`src/divcfg_pkg.sv`:
```
// What this block does
// - A fixed 16-bit vendor code reads back as its low byte at 0x0C and its high byte at 0x0D.
// - Every divider or threshold field wider than eight bits has a host-written shadow copy and an active copy.
// - Writing 1 to the commit bit copies all shadow copies into the active copies at once; the bit self-clears.
// - Only the active copies drive device operation, so shadow writes do nothing until a commit.
// - The lock-flag level select resets to 0 for 1.8 V, and 1 selects 3.3 V.
// - The interrupt and lock level select resets to 1 for 3.3 V, and 0 selects 1.8 V.
// - The serial data pin level select resets to 0 for 1.8 V, and 1 selects 3.3 V.
// - The read-back select returns active copies when 0 and shadow copies when 1.
package divcfg_pkg;

  // ----------------------------------------
  // Widths
  // ----------------------------------------
  localparam int unsigned ADDR_W = 8;
  localparam int unsigned DATA_W = 8;
  localparam int unsigned FIELD_MAX_W = 15;
  localparam int unsigned NUM_FIELDS = 7;

  // ----------------------------------------
  // Field indices
  // ----------------------------------------
  localparam int unsigned FLD_PREDIV_A = 0;
  localparam int unsigned FLD_PREDIV_B = 1;
  localparam int unsigned FLD_FIRST_FB = 2;
  localparam int unsigned FLD_LOCK_WIN = 3;
  localparam int unsigned FLD_SECOND_FB = 4;
  localparam int unsigned FLD_MON_A = 5;
  localparam int unsigned FLD_MON_B = 6;

  // ----------------------------------------
  // Register offsets
  // ----------------------------------------
  localparam logic [7:0] OFS_VENDOR_LOW = 8'h0C;
  localparam logic [7:0] OFS_VENDOR_HIGH = 8'h0D;
  localparam logic [7:0] OFS_CONTROL = 8'h0E;

  // Low-byte offset of each field; the high byte sits at the next address
  localparam logic [7:0] FIELD_LO_OFS [NUM_FIELDS] = '{8'h10, 8'h12, 8'h14, 8'h16, 8'h1A, 8'h1C, 8'h1E};
  localparam int unsigned FIELD_WIDTH [NUM_FIELDS] = '{15, 15, 15, 15, 9, 15, 15};
  localparam logic [14:0] FIELD_RESET [NUM_FIELDS] = '{15'h0008, 15'h0008, 15'h0008, 15'h0003,
                                                       15'h0000, 15'h0000, 15'h0000};

  // ----------------------------------------
  // Control register bits
  // ----------------------------------------
  localparam int unsigned BIT_SERIAL_LVL = 0;
  localparam int unsigned BIT_IRQ_LOCK_LVL = 1;
  localparam int unsigned BIT_LOCK_FLAG_LVL = 2;
  localparam int unsigned BIT_READBACK = 3;
  localparam int unsigned BIT_COMMIT = 7;

  localparam logic RST_SERIAL_LVL = 1'b0;
  localparam logic RST_IRQ_LOCK_LVL = 1'b1;
  localparam logic RST_LOCK_FLAG_LVL = 1'b0;
  localparam logic RST_READBACK = 1'b0;

  // Arbitrary neutral identification value
  localparam logic [15:0] VENDOR_CODE_DEFAULT = 16'h5A3C;

endpackage

```
`src/dbuf_field.sv`:
```
`timescale 1ns/1ps
`default_nettype none
module dbuf_field #(
  parameter int unsigned MAX_W = 15,
  parameter int unsigned FIELD_W = 15,
  parameter logic [14:0] RESET_VAL = 15'h0000
) (
  // Clock and reset
  input wire logic ref_clk,
  input wire logic sys_rst,
  // Host side
  input wire logic wr_low,
  input wire logic wr_high,
  input wire logic [7:0] wr_data,
  input wire logic commit,
  // Copies
  output logic [MAX_W-1:0] shadow,
  output logic [MAX_W-1:0] active
);

  localparam logic [MAX_W-1:0] MASK = MAX_W'((1 << FIELD_W) - 1);

  logic [MAX_W-1:0] next_shadow;
  logic [MAX_W-1:0] next_active;

  // ----------------------------------------
  // Shadow and active copies
  // ----------------------------------------
  always_comb begin
    next_shadow = shadow;
    next_active = active;
    if (wr_low) begin
      next_shadow[7:0] = wr_data;
    end
    if (wr_high) begin
      next_shadow[MAX_W-1:8] = wr_data[MAX_W-9:0];
    end
    next_shadow = next_shadow & MASK;
    // Commit takes the shadow as it stood before any same-cycle write
    if (commit) begin
      next_active = shadow;
    end
  end

  always_ff @(posedge ref_clk or posedge sys_rst) begin
    if (sys_rst) begin
      shadow <= RESET_VAL & MASK;
      active <= RESET_VAL & MASK;
    end else begin
      shadow <= next_shadow;
      active <= next_active;
    end
  end

endmodule
`default_nettype wire

```
`src/divider_commit_and_io_level_cfg.sv`:
```
`timescale 1ns/1ps
`default_nettype none
module divider_commit_and_io_level_cfg
  import divcfg_pkg::*;
#(
  parameter logic [15:0] VENDOR_CODE = divcfg_pkg::VENDOR_CODE_DEFAULT
) (
  // Clock and reset
  input wire logic ref_clk,
  input wire logic sys_rst,
  // Register access port
  input wire logic reg_wr_en,
  input wire logic reg_rd_en,
  input wire logic [divcfg_pkg::ADDR_W-1:0] reg_addr,
  input wire logic [divcfg_pkg::DATA_W-1:0] reg_wr_data,
  output logic [divcfg_pkg::DATA_W-1:0] reg_rd_data,
  // Active divider settings
  output logic [divcfg_pkg::FIELD_MAX_W-1:0] input_prediv_a,
  output logic [divcfg_pkg::FIELD_MAX_W-1:0] input_prediv_b,
  output logic [divcfg_pkg::FIELD_MAX_W-1:0] first_loop_fb_div,
  output logic [divcfg_pkg::FIELD_MAX_W-1:0] lock_window_threshold,
  output logic [8:0] second_loop_fb_div,
  output logic [divcfg_pkg::FIELD_MAX_W-1:0] monitor_div_a,
  output logic [divcfg_pkg::FIELD_MAX_W-1:0] monitor_div_b,
  output logic commit_pulse,
  // Pad level selects
  output logic lock_flag_level_select,
  output logic irq_lock_level_select,
  output logic serial_pin_level_select
);

  import divcfg_pkg::*;

  logic [FIELD_MAX_W-1:0] shadow_val [NUM_FIELDS];
  logic [FIELD_MAX_W-1:0] active_val [NUM_FIELDS];
  logic [FIELD_MAX_W-1:0] rb_val [NUM_FIELDS];
  logic [NUM_FIELDS-1:0] hit_low;
  logic [NUM_FIELDS-1:0] hit_high;
  logic readback_select;
  logic next_lock_flag;
  logic next_irq_lock;
  logic next_serial;
  logic next_readback;
  logic next_commit;
  logic [DATA_W-1:0] next_rd_data;

  // ----------------------------------------
  // Double-buffered fields
  // ----------------------------------------
  // Input pre-divider A
  assign hit_low[FLD_PREDIV_A] = reg_wr_en && (reg_addr == FIELD_LO_OFS[FLD_PREDIV_A]);
  assign hit_high[FLD_PREDIV_A] = reg_wr_en && (reg_addr == 8'(FIELD_LO_OFS[FLD_PREDIV_A] + 8'h01));

  dbuf_field #(
    .MAX_W(FIELD_MAX_W),
    .FIELD_W(FIELD_WIDTH[FLD_PREDIV_A]),
    .RESET_VAL(FIELD_RESET[FLD_PREDIV_A])
  ) u_prediv_a (
    .ref_clk(ref_clk),
    .sys_rst(sys_rst),
    .wr_low(hit_low[FLD_PREDIV_A]),
    .wr_high(hit_high[FLD_PREDIV_A]),
    .wr_data(reg_wr_data),
    .commit(commit_pulse),
    .shadow(shadow_val[FLD_PREDIV_A]),
    .active(active_val[FLD_PREDIV_A])
  );

  // Input pre-divider B
  assign hit_low[FLD_PREDIV_B] = reg_wr_en && (reg_addr == FIELD_LO_OFS[FLD_PREDIV_B]);
  assign hit_high[FLD_PREDIV_B] = reg_wr_en && (reg_addr == 8'(FIELD_LO_OFS[FLD_PREDIV_B] + 8'h01));

  dbuf_field #(
    .MAX_W(FIELD_MAX_W),
    .FIELD_W(FIELD_WIDTH[FLD_PREDIV_B]),
    .RESET_VAL(FIELD_RESET[FLD_PREDIV_B])
  ) u_prediv_b (
    .ref_clk(ref_clk),
    .sys_rst(sys_rst),
    .wr_low(hit_low[FLD_PREDIV_B]),
    .wr_high(hit_high[FLD_PREDIV_B]),
    .wr_data(reg_wr_data),
    .commit(commit_pulse),
    .shadow(shadow_val[FLD_PREDIV_B]),
    .active(active_val[FLD_PREDIV_B])
  );

  // First loop feedback divider
  assign hit_low[FLD_FIRST_FB] = reg_wr_en && (reg_addr == FIELD_LO_OFS[FLD_FIRST_FB]);
  assign hit_high[FLD_FIRST_FB] = reg_wr_en && (reg_addr == 8'(FIELD_LO_OFS[FLD_FIRST_FB] + 8'h01));

  dbuf_field #(
    .MAX_W(FIELD_MAX_W),
    .FIELD_W(FIELD_WIDTH[FLD_FIRST_FB]),
    .RESET_VAL(FIELD_RESET[FLD_FIRST_FB])
  ) u_first_fb (
    .ref_clk(ref_clk),
    .sys_rst(sys_rst),
    .wr_low(hit_low[FLD_FIRST_FB]),
    .wr_high(hit_high[FLD_FIRST_FB]),
    .wr_data(reg_wr_data),
    .commit(commit_pulse),
    .shadow(shadow_val[FLD_FIRST_FB]),
    .active(active_val[FLD_FIRST_FB])
  );

  // Lock window threshold
  assign hit_low[FLD_LOCK_WIN] = reg_wr_en && (reg_addr == FIELD_LO_OFS[FLD_LOCK_WIN]);
  assign hit_high[FLD_LOCK_WIN] = reg_wr_en && (reg_addr == 8'(FIELD_LO_OFS[FLD_LOCK_WIN] + 8'h01));

  dbuf_field #(
    .MAX_W(FIELD_MAX_W),
    .FIELD_W(FIELD_WIDTH[FLD_LOCK_WIN]),
    .RESET_VAL(FIELD_RESET[FLD_LOCK_WIN])
  ) u_lock_win (
    .ref_clk(ref_clk),
    .sys_rst(sys_rst),
    .wr_low(hit_low[FLD_LOCK_WIN]),
    .wr_high(hit_high[FLD_LOCK_WIN]),
    .wr_data(reg_wr_data),
    .commit(commit_pulse),
    .shadow(shadow_val[FLD_LOCK_WIN]),
    .active(active_val[FLD_LOCK_WIN])
  );

  // Second loop feedback divider, nine bits wide
  assign hit_low[FLD_SECOND_FB] = reg_wr_en && (reg_addr == FIELD_LO_OFS[FLD_SECOND_FB]);
  assign hit_high[FLD_SECOND_FB] = reg_wr_en && (reg_addr == 8'(FIELD_LO_OFS[FLD_SECOND_FB] + 8'h01));

  dbuf_field #(
    .MAX_W(FIELD_MAX_W),
    .FIELD_W(FIELD_WIDTH[FLD_SECOND_FB]),
    .RESET_VAL(FIELD_RESET[FLD_SECOND_FB])
  ) u_second_fb (
    .ref_clk(ref_clk),
    .sys_rst(sys_rst),
    .wr_low(hit_low[FLD_SECOND_FB]),
    .wr_high(hit_high[FLD_SECOND_FB]),
    .wr_data(reg_wr_data),
    .commit(commit_pulse),
    .shadow(shadow_val[FLD_SECOND_FB]),
    .active(active_val[FLD_SECOND_FB])
  );

  // Monitor divider A
  assign hit_low[FLD_MON_A] = reg_wr_en && (reg_addr == FIELD_LO_OFS[FLD_MON_A]);
  assign hit_high[FLD_MON_A] = reg_wr_en && (reg_addr == 8'(FIELD_LO_OFS[FLD_MON_A] + 8'h01));

  dbuf_field #(
    .MAX_W(FIELD_MAX_W),
    .FIELD_W(FIELD_WIDTH[FLD_MON_A]),
    .RESET_VAL(FIELD_RESET[FLD_MON_A])
  ) u_mon_a (
    .ref_clk(ref_clk),
    .sys_rst(sys_rst),
    .wr_low(hit_low[FLD_MON_A]),
    .wr_high(hit_high[FLD_MON_A]),
    .wr_data(reg_wr_data),
    .commit(commit_pulse),
    .shadow(shadow_val[FLD_MON_A]),
    .active(active_val[FLD_MON_A])
  );

  // Monitor divider B
  assign hit_low[FLD_MON_B] = reg_wr_en && (reg_addr == FIELD_LO_OFS[FLD_MON_B]);
  assign hit_high[FLD_MON_B] = reg_wr_en && (reg_addr == 8'(FIELD_LO_OFS[FLD_MON_B] + 8'h01));

  dbuf_field #(
    .MAX_W(FIELD_MAX_W),
    .FIELD_W(FIELD_WIDTH[FLD_MON_B]),
    .RESET_VAL(FIELD_RESET[FLD_MON_B])
  ) u_mon_b (
    .ref_clk(ref_clk),
    .sys_rst(sys_rst),
    .wr_low(hit_low[FLD_MON_B]),
    .wr_high(hit_high[FLD_MON_B]),
    .wr_data(reg_wr_data),
    .commit(commit_pulse),
    .shadow(shadow_val[FLD_MON_B]),
    .active(active_val[FLD_MON_B])
  );

  // Read-back picks the shadow or the active copy of each field
  for (genvar i = 0; i < NUM_FIELDS; i++) begin : g_readback
    assign rb_val[i] = readback_select ? shadow_val[i] : active_val[i];
  end

  // Operation sees only the active copies
  assign input_prediv_a = active_val[FLD_PREDIV_A];
  assign input_prediv_b = active_val[FLD_PREDIV_B];
  assign first_loop_fb_div = active_val[FLD_FIRST_FB];
  assign lock_window_threshold = active_val[FLD_LOCK_WIN];
  assign second_loop_fb_div = active_val[FLD_SECOND_FB][8:0];
  assign monitor_div_a = active_val[FLD_MON_A];
  assign monitor_div_b = active_val[FLD_MON_B];

  // ----------------------------------------
  // Control register
  // ----------------------------------------
  always_comb begin
    next_lock_flag = lock_flag_level_select;
    next_irq_lock = irq_lock_level_select;
    next_serial = serial_pin_level_select;
    next_readback = readback_select;
    next_commit = 1'b0;
    if (reg_wr_en && (reg_addr == OFS_CONTROL)) begin
      next_lock_flag = reg_wr_data[BIT_LOCK_FLAG_LVL];
      next_irq_lock = reg_wr_data[BIT_IRQ_LOCK_LVL];
      next_serial = reg_wr_data[BIT_SERIAL_LVL];
      next_readback = reg_wr_data[BIT_READBACK];
      // Writing 0 leaves the copies alone; the bit never stores
      next_commit = reg_wr_data[BIT_COMMIT];
    end
  end

  always_ff @(posedge ref_clk or posedge sys_rst) begin
    if (sys_rst) begin
      lock_flag_level_select <= RST_LOCK_FLAG_LVL;
      irq_lock_level_select <= RST_IRQ_LOCK_LVL;
      serial_pin_level_select <= RST_SERIAL_LVL;
      readback_select <= RST_READBACK;
      commit_pulse <= 1'b0;
    end else begin
      lock_flag_level_select <= next_lock_flag;
      irq_lock_level_select <= next_irq_lock;
      serial_pin_level_select <= next_serial;
      readback_select <= next_readback;
      commit_pulse <= next_commit;
    end
  end

  // ----------------------------------------
  // Read-back
  // ----------------------------------------
  // Vendor code decodes on reads only, so writes there fall away
  always_comb begin
    next_rd_data = reg_rd_data;
    if (reg_rd_en) begin
      next_rd_data = 8'h00;
      case (reg_addr)
        OFS_VENDOR_LOW: begin
          next_rd_data = VENDOR_CODE[7:0];
        end
        OFS_VENDOR_HIGH: begin
          next_rd_data = VENDOR_CODE[15:8];
        end
        OFS_CONTROL: begin
          next_rd_data[BIT_LOCK_FLAG_LVL] = lock_flag_level_select;
          next_rd_data[BIT_IRQ_LOCK_LVL] = irq_lock_level_select;
          next_rd_data[BIT_SERIAL_LVL] = serial_pin_level_select;
          next_rd_data[BIT_READBACK] = readback_select;
        end
        FIELD_LO_OFS[FLD_PREDIV_A]: begin
          next_rd_data = rb_val[FLD_PREDIV_A][7:0];
        end
        8'(FIELD_LO_OFS[FLD_PREDIV_A] + 8'h01): begin
          next_rd_data = {1'b0, rb_val[FLD_PREDIV_A][FIELD_MAX_W-1:8]};
        end
        FIELD_LO_OFS[FLD_PREDIV_B]: begin
          next_rd_data = rb_val[FLD_PREDIV_B][7:0];
        end
        8'(FIELD_LO_OFS[FLD_PREDIV_B] + 8'h01): begin
          next_rd_data = {1'b0, rb_val[FLD_PREDIV_B][FIELD_MAX_W-1:8]};
        end
        FIELD_LO_OFS[FLD_FIRST_FB]: begin
          next_rd_data = rb_val[FLD_FIRST_FB][7:0];
        end
        8'(FIELD_LO_OFS[FLD_FIRST_FB] + 8'h01): begin
          next_rd_data = {1'b0, rb_val[FLD_FIRST_FB][FIELD_MAX_W-1:8]};
        end
        FIELD_LO_OFS[FLD_LOCK_WIN]: begin
          next_rd_data = rb_val[FLD_LOCK_WIN][7:0];
        end
        8'(FIELD_LO_OFS[FLD_LOCK_WIN] + 8'h01): begin
          next_rd_data = {1'b0, rb_val[FLD_LOCK_WIN][FIELD_MAX_W-1:8]};
        end
        FIELD_LO_OFS[FLD_SECOND_FB]: begin
          next_rd_data = rb_val[FLD_SECOND_FB][7:0];
        end
        8'(FIELD_LO_OFS[FLD_SECOND_FB] + 8'h01): begin
          next_rd_data = {1'b0, rb_val[FLD_SECOND_FB][FIELD_MAX_W-1:8]};
        end
        FIELD_LO_OFS[FLD_MON_A]: begin
          next_rd_data = rb_val[FLD_MON_A][7:0];
        end
        8'(FIELD_LO_OFS[FLD_MON_A] + 8'h01): begin
          next_rd_data = {1'b0, rb_val[FLD_MON_A][FIELD_MAX_W-1:8]};
        end
        FIELD_LO_OFS[FLD_MON_B]: begin
          next_rd_data = rb_val[FLD_MON_B][7:0];
        end
        8'(FIELD_LO_OFS[FLD_MON_B] + 8'h01): begin
          next_rd_data = {1'b0, rb_val[FLD_MON_B][FIELD_MAX_W-1:8]};
        end
        default: begin
          // Unmapped addresses and gaps between fields read as zero
          next_rd_data = 8'h00;
        end
      endcase
    end
  end

  always_ff @(posedge ref_clk or posedge sys_rst) begin
    if (sys_rst) begin
      reg_rd_data <= 8'h00;
    end else begin
      reg_rd_data <= next_rd_data;
    end
  end

endmodule
`default_nettype wire

```
`config.mk`:
```
export PLATFORM = sky130hd
export DESIGN_NAME = divider_commit_and_io_level_cfg
export DESIGN_NICKNAME = d
export VERILOG_FILES = /design/src/divcfg_pkg.sv /design/src/dbuf_field.sv /design/src/divider_commit_and_io_level_cfg.sv
export SDC_FILE = /design/constraint.sdc
export NUM_CORES = 1
export LEC_CHECK = 0
export BUFFER_PORTS_ARGS = -buffer_cell sky130_fd_sc_hd__buf_2
export CELL_PAD_IN_SITES_DETAIL_PLACEMENT = 1
export CELL_PAD_IN_SITES_GLOBAL_PLACEMENT = 1
export CORE_MARGIN = 3
export CORE_UTILIZATION = 54
export CTS_BUF_LIST = sky130_fd_sc_hd__clkbuf_8
export CTS_CLUSTER_SIZE = 14
export DETAILED_ROUTE_END_ITERATION = 8
export GPL_TIMING_DRIVEN = 0
export PLACE_DENSITY_LB_ADDON = 0.1
export SLEW_MARGIN = 5
export SYNTH_ARGS = -nofsm -noshare
export SYNTH_HDL_FRONTEND = slang
export SYNTH_HIERARCHICAL = 1
export SYNTH_SLANG_ARGS = --single-unit
```
`constraint.sdc`:
```
create_clock -name ref_clk -period 5.7 [get_ports ref_clk]
set_clock_uncertainty 0.2 [all_clocks]
set_input_delay 0.855 -clock ref_clk [delete_from_list [all_inputs] [get_ports ref_clk]]
set_output_delay 0.855 -clock ref_clk [all_outputs]
set_load 0.02 [all_outputs]
```
=== Word level (Yosys, flattened, before mapping) ===
Cells that the tools add are included.

* Register bits after elaboration: 211
* Input bits: 20
* Output and inout port bits: 111
* Logic and storage cells: 69

* Equality and inequality tests: 17
* Muxes and demuxes: 10
* Reduce and logical (&&, ||, !) cells: 15

{| class="wikitable"
|+ Operator list
! cell !! number
|-
| 8-bit by 5-bit equality test with 1-bit output (second input constant) || 14
|-
| 15-bit two-way mux || 6
|-
| 4-bit case mux with 17 select lines || 1
|-
| 4-bit case mux with 16 select lines || 1
|-
| 8-bit by 4-bit equality test with 1-bit output (second input constant) || 3
|-
| 1-bit logical AND || 15
|-
| 9-bit two-way mux || 1
|-
| 1-bit two-way mux || 1
|}

=== Depth between registers and ports, before layout ===
* Depth in word-level cells: 3
* Mapped depth: 9

=== By module ===
Netlist, hierarchy kept.

{| class="wikitable"
|+ Modules (own cells, without submodules)
! module !! times used !! cells each !! area an instance (um^2) !! seq. area each (um^2)
|-
| dbuf_field at u_first_fb ... || 3 || 65 || 1173.6 || 753.2
|-
| divider_commit_and_io_level_cfg || 1 || 295 || 2690.1 || 326.6
|-
| dbuf_field at u_mon_a ... || 2 || 65 || 1171.1 || 750.7
|-
| dbuf_field at u_lock_win || 1 || 65 || 1176.1 || 755.7
|-
| dbuf_field at u_second_fb || 1 || 52 || 837.1 || 450.4
|}

=== Worst setup path after synthesis ===
Ideal clock, no wire load.

* Kind: input -> register
* Start: in reg_addr[3] (netlist bit)
* End: reg u_mon_b.shadow[0]
* Library setup time: 125 ps
* Data arrival time: 2388 ps
* Setup slack: 2987 ps
* Cell stages on the path: 7
* Buffers on the path: 4
* Path through: clkbuf_1 -> clkbuf_1 -> nand3_1 -> clkbuf_1 -> nor2_1 -> buf_2 -> mux2_2

* Longest elaborated chain between the ends: 2

{| class="wikitable"
|+ Ends and longest elaborated chain
! what !! RTL line !! text
|-
| start, declared || divider_commit_and_io_level_cfg.sv:14 || <nowiki>input wire logic [divcfg_pkg::ADDR_W-1:0] reg_addr,</nowiki>
|-
| 8-bit by 5-bit equality test with 1-bit output || divider_commit_and_io_level_cfg.sv:165 || <nowiki>assign hit_low[FLD_MON_B] = reg_wr_en && (reg_addr == FIELD_LO_OFS[FLD_MON_B]);</nowiki>
|-
| 1-bit logical AND || divider_commit_and_io_level_cfg.sv:165 ||
|-
| via hit_low[6] || divider_commit_and_io_level_cfg.sv:37 || <nowiki>logic [NUM_FIELDS-1:0] hit_low;</nowiki>
|-
| end signal, assigned || dbuf_field.sv:47 || <nowiki>shadow <= RESET_VAL & MASK;</nowiki>
|-
| end signal, assigned || dbuf_field.sv:50 || <nowiki>shadow <= next_shadow;</nowiki>
|-
| end, declared || dbuf_field.sv:17 || <nowiki>output logic [MAX_W-1:0] shadow,</nowiki>
|}

The timed path passes the listed nets, and every way through them passes these cells.
A chain may end at the register's enable or synchronous reset.

=== Worst setup path in the final report ===
* Start: in reg_addr[1] (netlist bit)
* End: reg u_lock_win.shadow[9]

* Longest elaborated chain between the ends: 2

{| class="wikitable"
|+ Ends and longest elaborated chain
! what !! RTL line !! text
|-
| 8-bit by 5-bit equality test with 1-bit output || divider_commit_and_io_level_cfg.sv:109 || <nowiki>assign hit_high[FLD_LOCK_WIN] = reg_wr_en && (reg_addr == 8'(FIELD_LO_OFS[FLD_LOCK_WIN] + 8'h01));</nowiki>
|-
| 1-bit logical AND || divider_commit_and_io_level_cfg.sv:109 ||
|-
| via hit_high[3] || divider_commit_and_io_level_cfg.sv:38 || <nowiki>logic [NUM_FIELDS-1:0] hit_high;</nowiki>
|-
| end signal, assigned || dbuf_field.sv:47 ||
|-
| end signal, assigned || dbuf_field.sv:50 ||
|-
| end, declared || dbuf_field.sv:17 ||
|}

The timed path passes the listed nets, and every way through them passes these cells.

==> results.txt <==
The count of endpoints failing setup in the final report was 0. The share of total power consumed by net switching was 0.2558; the number of primary I/O pins was 131. The die outline height was 145.9 um; the total number of H-tree levels was 2. During synthesis, Yosys emitted a total of 6 warnings. Setup slack on the critical path of the routed design comes to 2266 ps. The floorplan has 50 rows. The fraction of power consumed by combinational cells is 0.084. Smallest hold slack: 332.0 ps. Total CTS buffers: 37. After synthesis, the largest family of logic cells by area is multiplexers. Synthesis inferred 211 register bits.

CTS saw 211 sinks. Summed over all cells, the static leakage comes to 6.387 nW. The average detailed-routed wire length per instance works out to 30.99 um. The placed wire-length estimate was 26,160 um. The mux share of post-synthesis cell area works out to 0.3470.

In this run the worst path has a maximum fanout of 10. The tools report the overall routing resource usage as 0.3521. Final antenna-violating net count: 0.

At the pin with the least slew margin, the transition time is 1200 ps. For the count of final max-slew check failures, the log shows 0. Input and output buffers added on the ports amount to 128. The relative max-transition margin is 0.1994. The tools report the largest voltage drop on the vdd net as 193.4 uV. The fraction of synthesis flops using an asynchronous set or reset pin works out to 1.000. The setup TNS after final layout is 0 ps. Clock latency on the worst-skew pair, taken at its later pin, is 530 ps.

The flow ran to the end, and the final reports show no timing, DRC or antenna violations. The run gives 0 as the antenna diode instance count. Hold repair after CTS inserted 0 buffers.

Max-cap violations in this run came to 0. The prevailing post-synth register cell was sky130_fd_sc_hd__dfrtp_1. Clock share of power: 0.454. The maximum clock frequency is 291.2 MHz. Clock-pin slew was measured on the worst setup and hold paths at 60 ps.

A synthesized cell averages 14.34 um2. In the final design database the tool counted 935 nets. The parity-gate share of the synthesized area counting xor and xnor cells was 0.

The launching element type of the critical path was a primary input. In the synthesized netlist, the number of instances is 737. The final clock period utilization by the worst path is 0.6024. After the first detailed-routing iteration, the DRC count stood at 481.

The clock root buffer master is sky130_fd_sc_hd__clkbuf_8. Compared with the post-synthesis result, the final layout area differs by 17.30%. After filler insertion, the fill cell instance count of the layout stands at 1,849. Across all layers, the routed design uses 7,442 vias. The part of the total power dissipated in sequential elements came out at 0.462.

For the buffer count from post-CTS setup fixing, the log shows 0. Number of instances resized during post-cts repair: 0. The first-pass GRT wire length was 55,900 um; the length of the first detailed-routing pass in iterations was 5. The tools report the share of the yosys chip area belonging to registers as 0.5010. The synthesized design contains 0 enable-type register cells. The run gives 55 as the number of distinct library cell variants in the gate-level netlist after synthesis. At the end of routability-driven placement, the weighted congestion stood at 0.9540. The internal power of the cells totals 2.532 mW. The run gives 0 as the count of final hold-check violations. The die covers 21,280 um2. The run gives 8,210 as the via count of the first global-routing pass. The kind of end point of the critical path is a flop. The simple-gate area share of the yosys netlist is 0.04523, and the post-detailed-route via-to-cell ratio is 6.186. The fraction of final layout cells with drive strength greater than 1 is 0.5207.

The total area inside the core boundary comes to 18,960 um2. For this run the aggregate overflow at the end of global routing stands at 0. The total power density per cell area came out at 274.5 nW/um2. The tools report the area of all placed cells without fillers as 12,390 um2.

The worst path in the final design needs a cycle of 3434 ps, including I/O delays and setup. The arrival time of data at the critical path endpoint is 3640 ps. For this design the total switching power over the nets is 870.2 uW. The total wire length after detailed routing was 37,280 um; the buffer depth of the longest clock path was 3. In the routed design, unresolved DRC markers number 0.

The tightest min-delay check is of the flop to flop type. TritonCTS built the clock tree. The die is 145.9 um wide. For the post-place setup slack, the log shows 1858 ps. The logs give 0.5574 for the starting utilization of the core area and 5900 ps for the data required time of the critical path.

The worst setup path category was primary input to flop. Setup repair after global routing left no endpoint under its margin. Entering global routing, the biggest net connects 31 pins.

The initial antenna violation count came out at 2. The synthesized cell area is 10,570 um2, and the area share of fa/ha/maj cells after synthesis is 0. Share of the synthesized area in compound gates (AO/OA/AOI/OAI): 0.05305. After detailed placement, the total cell area comes to 11,570 um2.
-- critical path, stage by stage --
cell                       delay (ps)
sky130_fd_sc_hd__buf_2            130
sky130_fd_sc_hd__clkbuf_1         600
sky130_fd_sc_hd__clkbuf_1         490
sky130_fd_sc_hd__buf_2            380
sky130_fd_sc_hd__nand3_1          320
sky130_fd_sc_hd__nor2_1           220
sky130_fd_sc_hd__buf_2            250
sky130_fd_sc_hd__mux2_2           380
-- Yosys cell counts, types with 9 or more instances --
master / number / area, um2
sky130_fd_sc_hd__inv_1: 13 / 48.80
sky130_fd_sc_hd__buf_4: 17 / 127.6
sky130_fd_sc_hd__nand3_1: 9 / 45.04
sky130_fd_sc_hd__clkbuf_1: 11 / 41.29
sky130_fd_sc_hd__a21oi_1: 10 / 50.05
sky130_fd_sc_hd__nor2_1: 28 / 105.1
sky130_fd_sc_hd__nand2_1: 16 / 60.06
sky130_fd_sc_hd__mux2_2: 134 / 1509
sky130_fd_sc_hd__mux4_2: 24 / 540.5
sky130_fd_sc_hd__mux2i_1: 46 / 460.4
sky130_fd_sc_hd__dfstp_2: 11 / 289.0
sky130_fd_sc_hd__dfrtp_1: 200 / 5005
sky130_fd_sc_hd__o21ai_0: 9 / 45.04
sky130_fd_sc_hd__buf_6: 13 / 146.4
sky130_fd_sc_hd__o22ai_1: 9 / 56.30
sky130_fd_sc_hd__mux2_4: 77 / 1156
sky130_fd_sc_hd__buf_2: 16 / 80.08
-- registers in the layout, summed over array words and instances, names as in the netlist --
signal and flops:
u_lock_win/active 15, u_mon_b/active 15, u_prediv_a/shadow 15, u_second_fb/active 9
u_prediv_a/active 15, serial_pin_level_select 1, irq_lock_level_select 1, u_mon_a/active 15
reg_rd_data 8, u_mon_a/shadow 15, u_second_fb/shadow 9, commit_pulse 1
u_first_fb/active 15, u_first_fb/shadow 15, u_prediv_b/active 15, u_prediv_b/shadow 15
readback_select 1, lock_flag_level_select 1, u_mon_b/shadow 15, u_lock_win/shadow 15
-- per-layer routing --
layer  wire (um)  vias to the layer above  GRT usage
li1            -                     3069          -
met1       15510                     3943     0.4742
met2       17950                      347     0.5794
met3        2601                       81    0.06789
met4        1206                        2     0.1159
met5          13                        -          0
-- power by group through the flow --
stage / logic [mW] / registers (mW) / clock network (mW)
3_3_place_gp: 0.276 / 1.59 / 0
2_1_floorplan: 0.170 / 1.59 / 0
3_5_place_dp: 0.282 / 1.60 / 0
6_report: 0.287 / 1.57 / 1.54
4_1_cts: 0.284 / 1.57 / 1.56
5_1_grt: 0.301 / 1.58 / 1.63
-- cells by family after synthesis --
kind of cell | count (synthesis)
muxes | 281
DFF | 211
and+or+nand+nor | 93
buffers and inverters | 76
other | 1
AOI/OAI and AO/OA | 75
-- worst paths after layout --
kind                                         to  cells after the start                 start  slack (ps)
setup / recovery           u_lock_win/shadow[9]                      8           reg_addr[1]        2270
hold / removal             u_prediv_b/active[9]                      1  u_prediv_b/active[9]         330
setup reg to reg                 reg_rd_data[5]                      8       readback_select        2600
hold reg to reg            u_prediv_b/active[9]                      1  u_prediv_b/active[9]         330
max in group asynchronous     u_mon_b/active[0]                      2               sys_rst        3940
min in group asynchronous        reg_rd_data[5]                      2               sys_rst         400
-- metrics by stage --
stage                     std cells    util  power (mW)
after detailed placement       1136  0.6106       1.879
after global routing           1203  0.6539       3.511
final                          1203  0.6539       3.402
after CTS                      1203  0.6539       3.413
after floorplan                 748       -       1.757
after global placement         1136  0.6106       1.866
-- layout make-up --
| cell class | count | area [um2] | area share |
|---|---|---|---|
| buffer | 63 | 515.5 | 0.04159 |
| timing repair buffer | 128 | 640.6 | 0.05169 |
| clock buffer | 48 | 660.6 | 0.05330 |
| multi-input combinational | 461 | 4750 | 0.3832 |
| sequential | 211 | 5294 | 0.4271 |
| tap | 260 | 325.3 | 0.02625 |
| inverter | 13 | 48.80 | 0.003937 |
| clock inverter | 19 | 160.2 | 0.01292 |
-- cells in the final DEF (no fill, tap or decap), types with 5 or more instances in the layout --
cell	n
sky130_fd_sc_hd__buf_6	13
sky130_fd_sc_hd__clkbuf_8	48
sky130_fd_sc_hd__o22ai_1	9
sky130_fd_sc_hd__buf_4	17
sky130_fd_sc_hd__a22oi_1	6
sky130_fd_sc_hd__dfstp_2	11
sky130_fd_sc_hd__nor2b_1	6
sky130_fd_sc_hd__buf_12	6
sky130_fd_sc_hd__nor2_1	28
sky130_fd_sc_hd__nand2_1	16
sky130_fd_sc_hd__nand3_1	9
sky130_fd_sc_hd__clkbuf_1	11
sky130_fd_sc_hd__mux4_2	24
sky130_fd_sc_hd__o221ai_1	6
sky130_fd_sc_hd__inv_1	24
sky130_fd_sc_hd__nor3_1	7
sky130_fd_sc_hd__mux2_4	77
sky130_fd_sc_hd__o21ai_0	9
sky130_fd_sc_hd__mux2_2	134
sky130_fd_sc_hd__a31oi_1	5
sky130_fd_sc_hd__nor4_1	5
sky130_fd_sc_hd__a21oi_1	10
sky130_fd_sc_hd__buf_2	144
sky130_fd_sc_hd__mux2i_1	46
sky130_fd_sc_hd__conb_1	12
sky130_fd_sc_hd__dfrtp_1	200
Note: power is estimated with default switching activity, not from simulation.
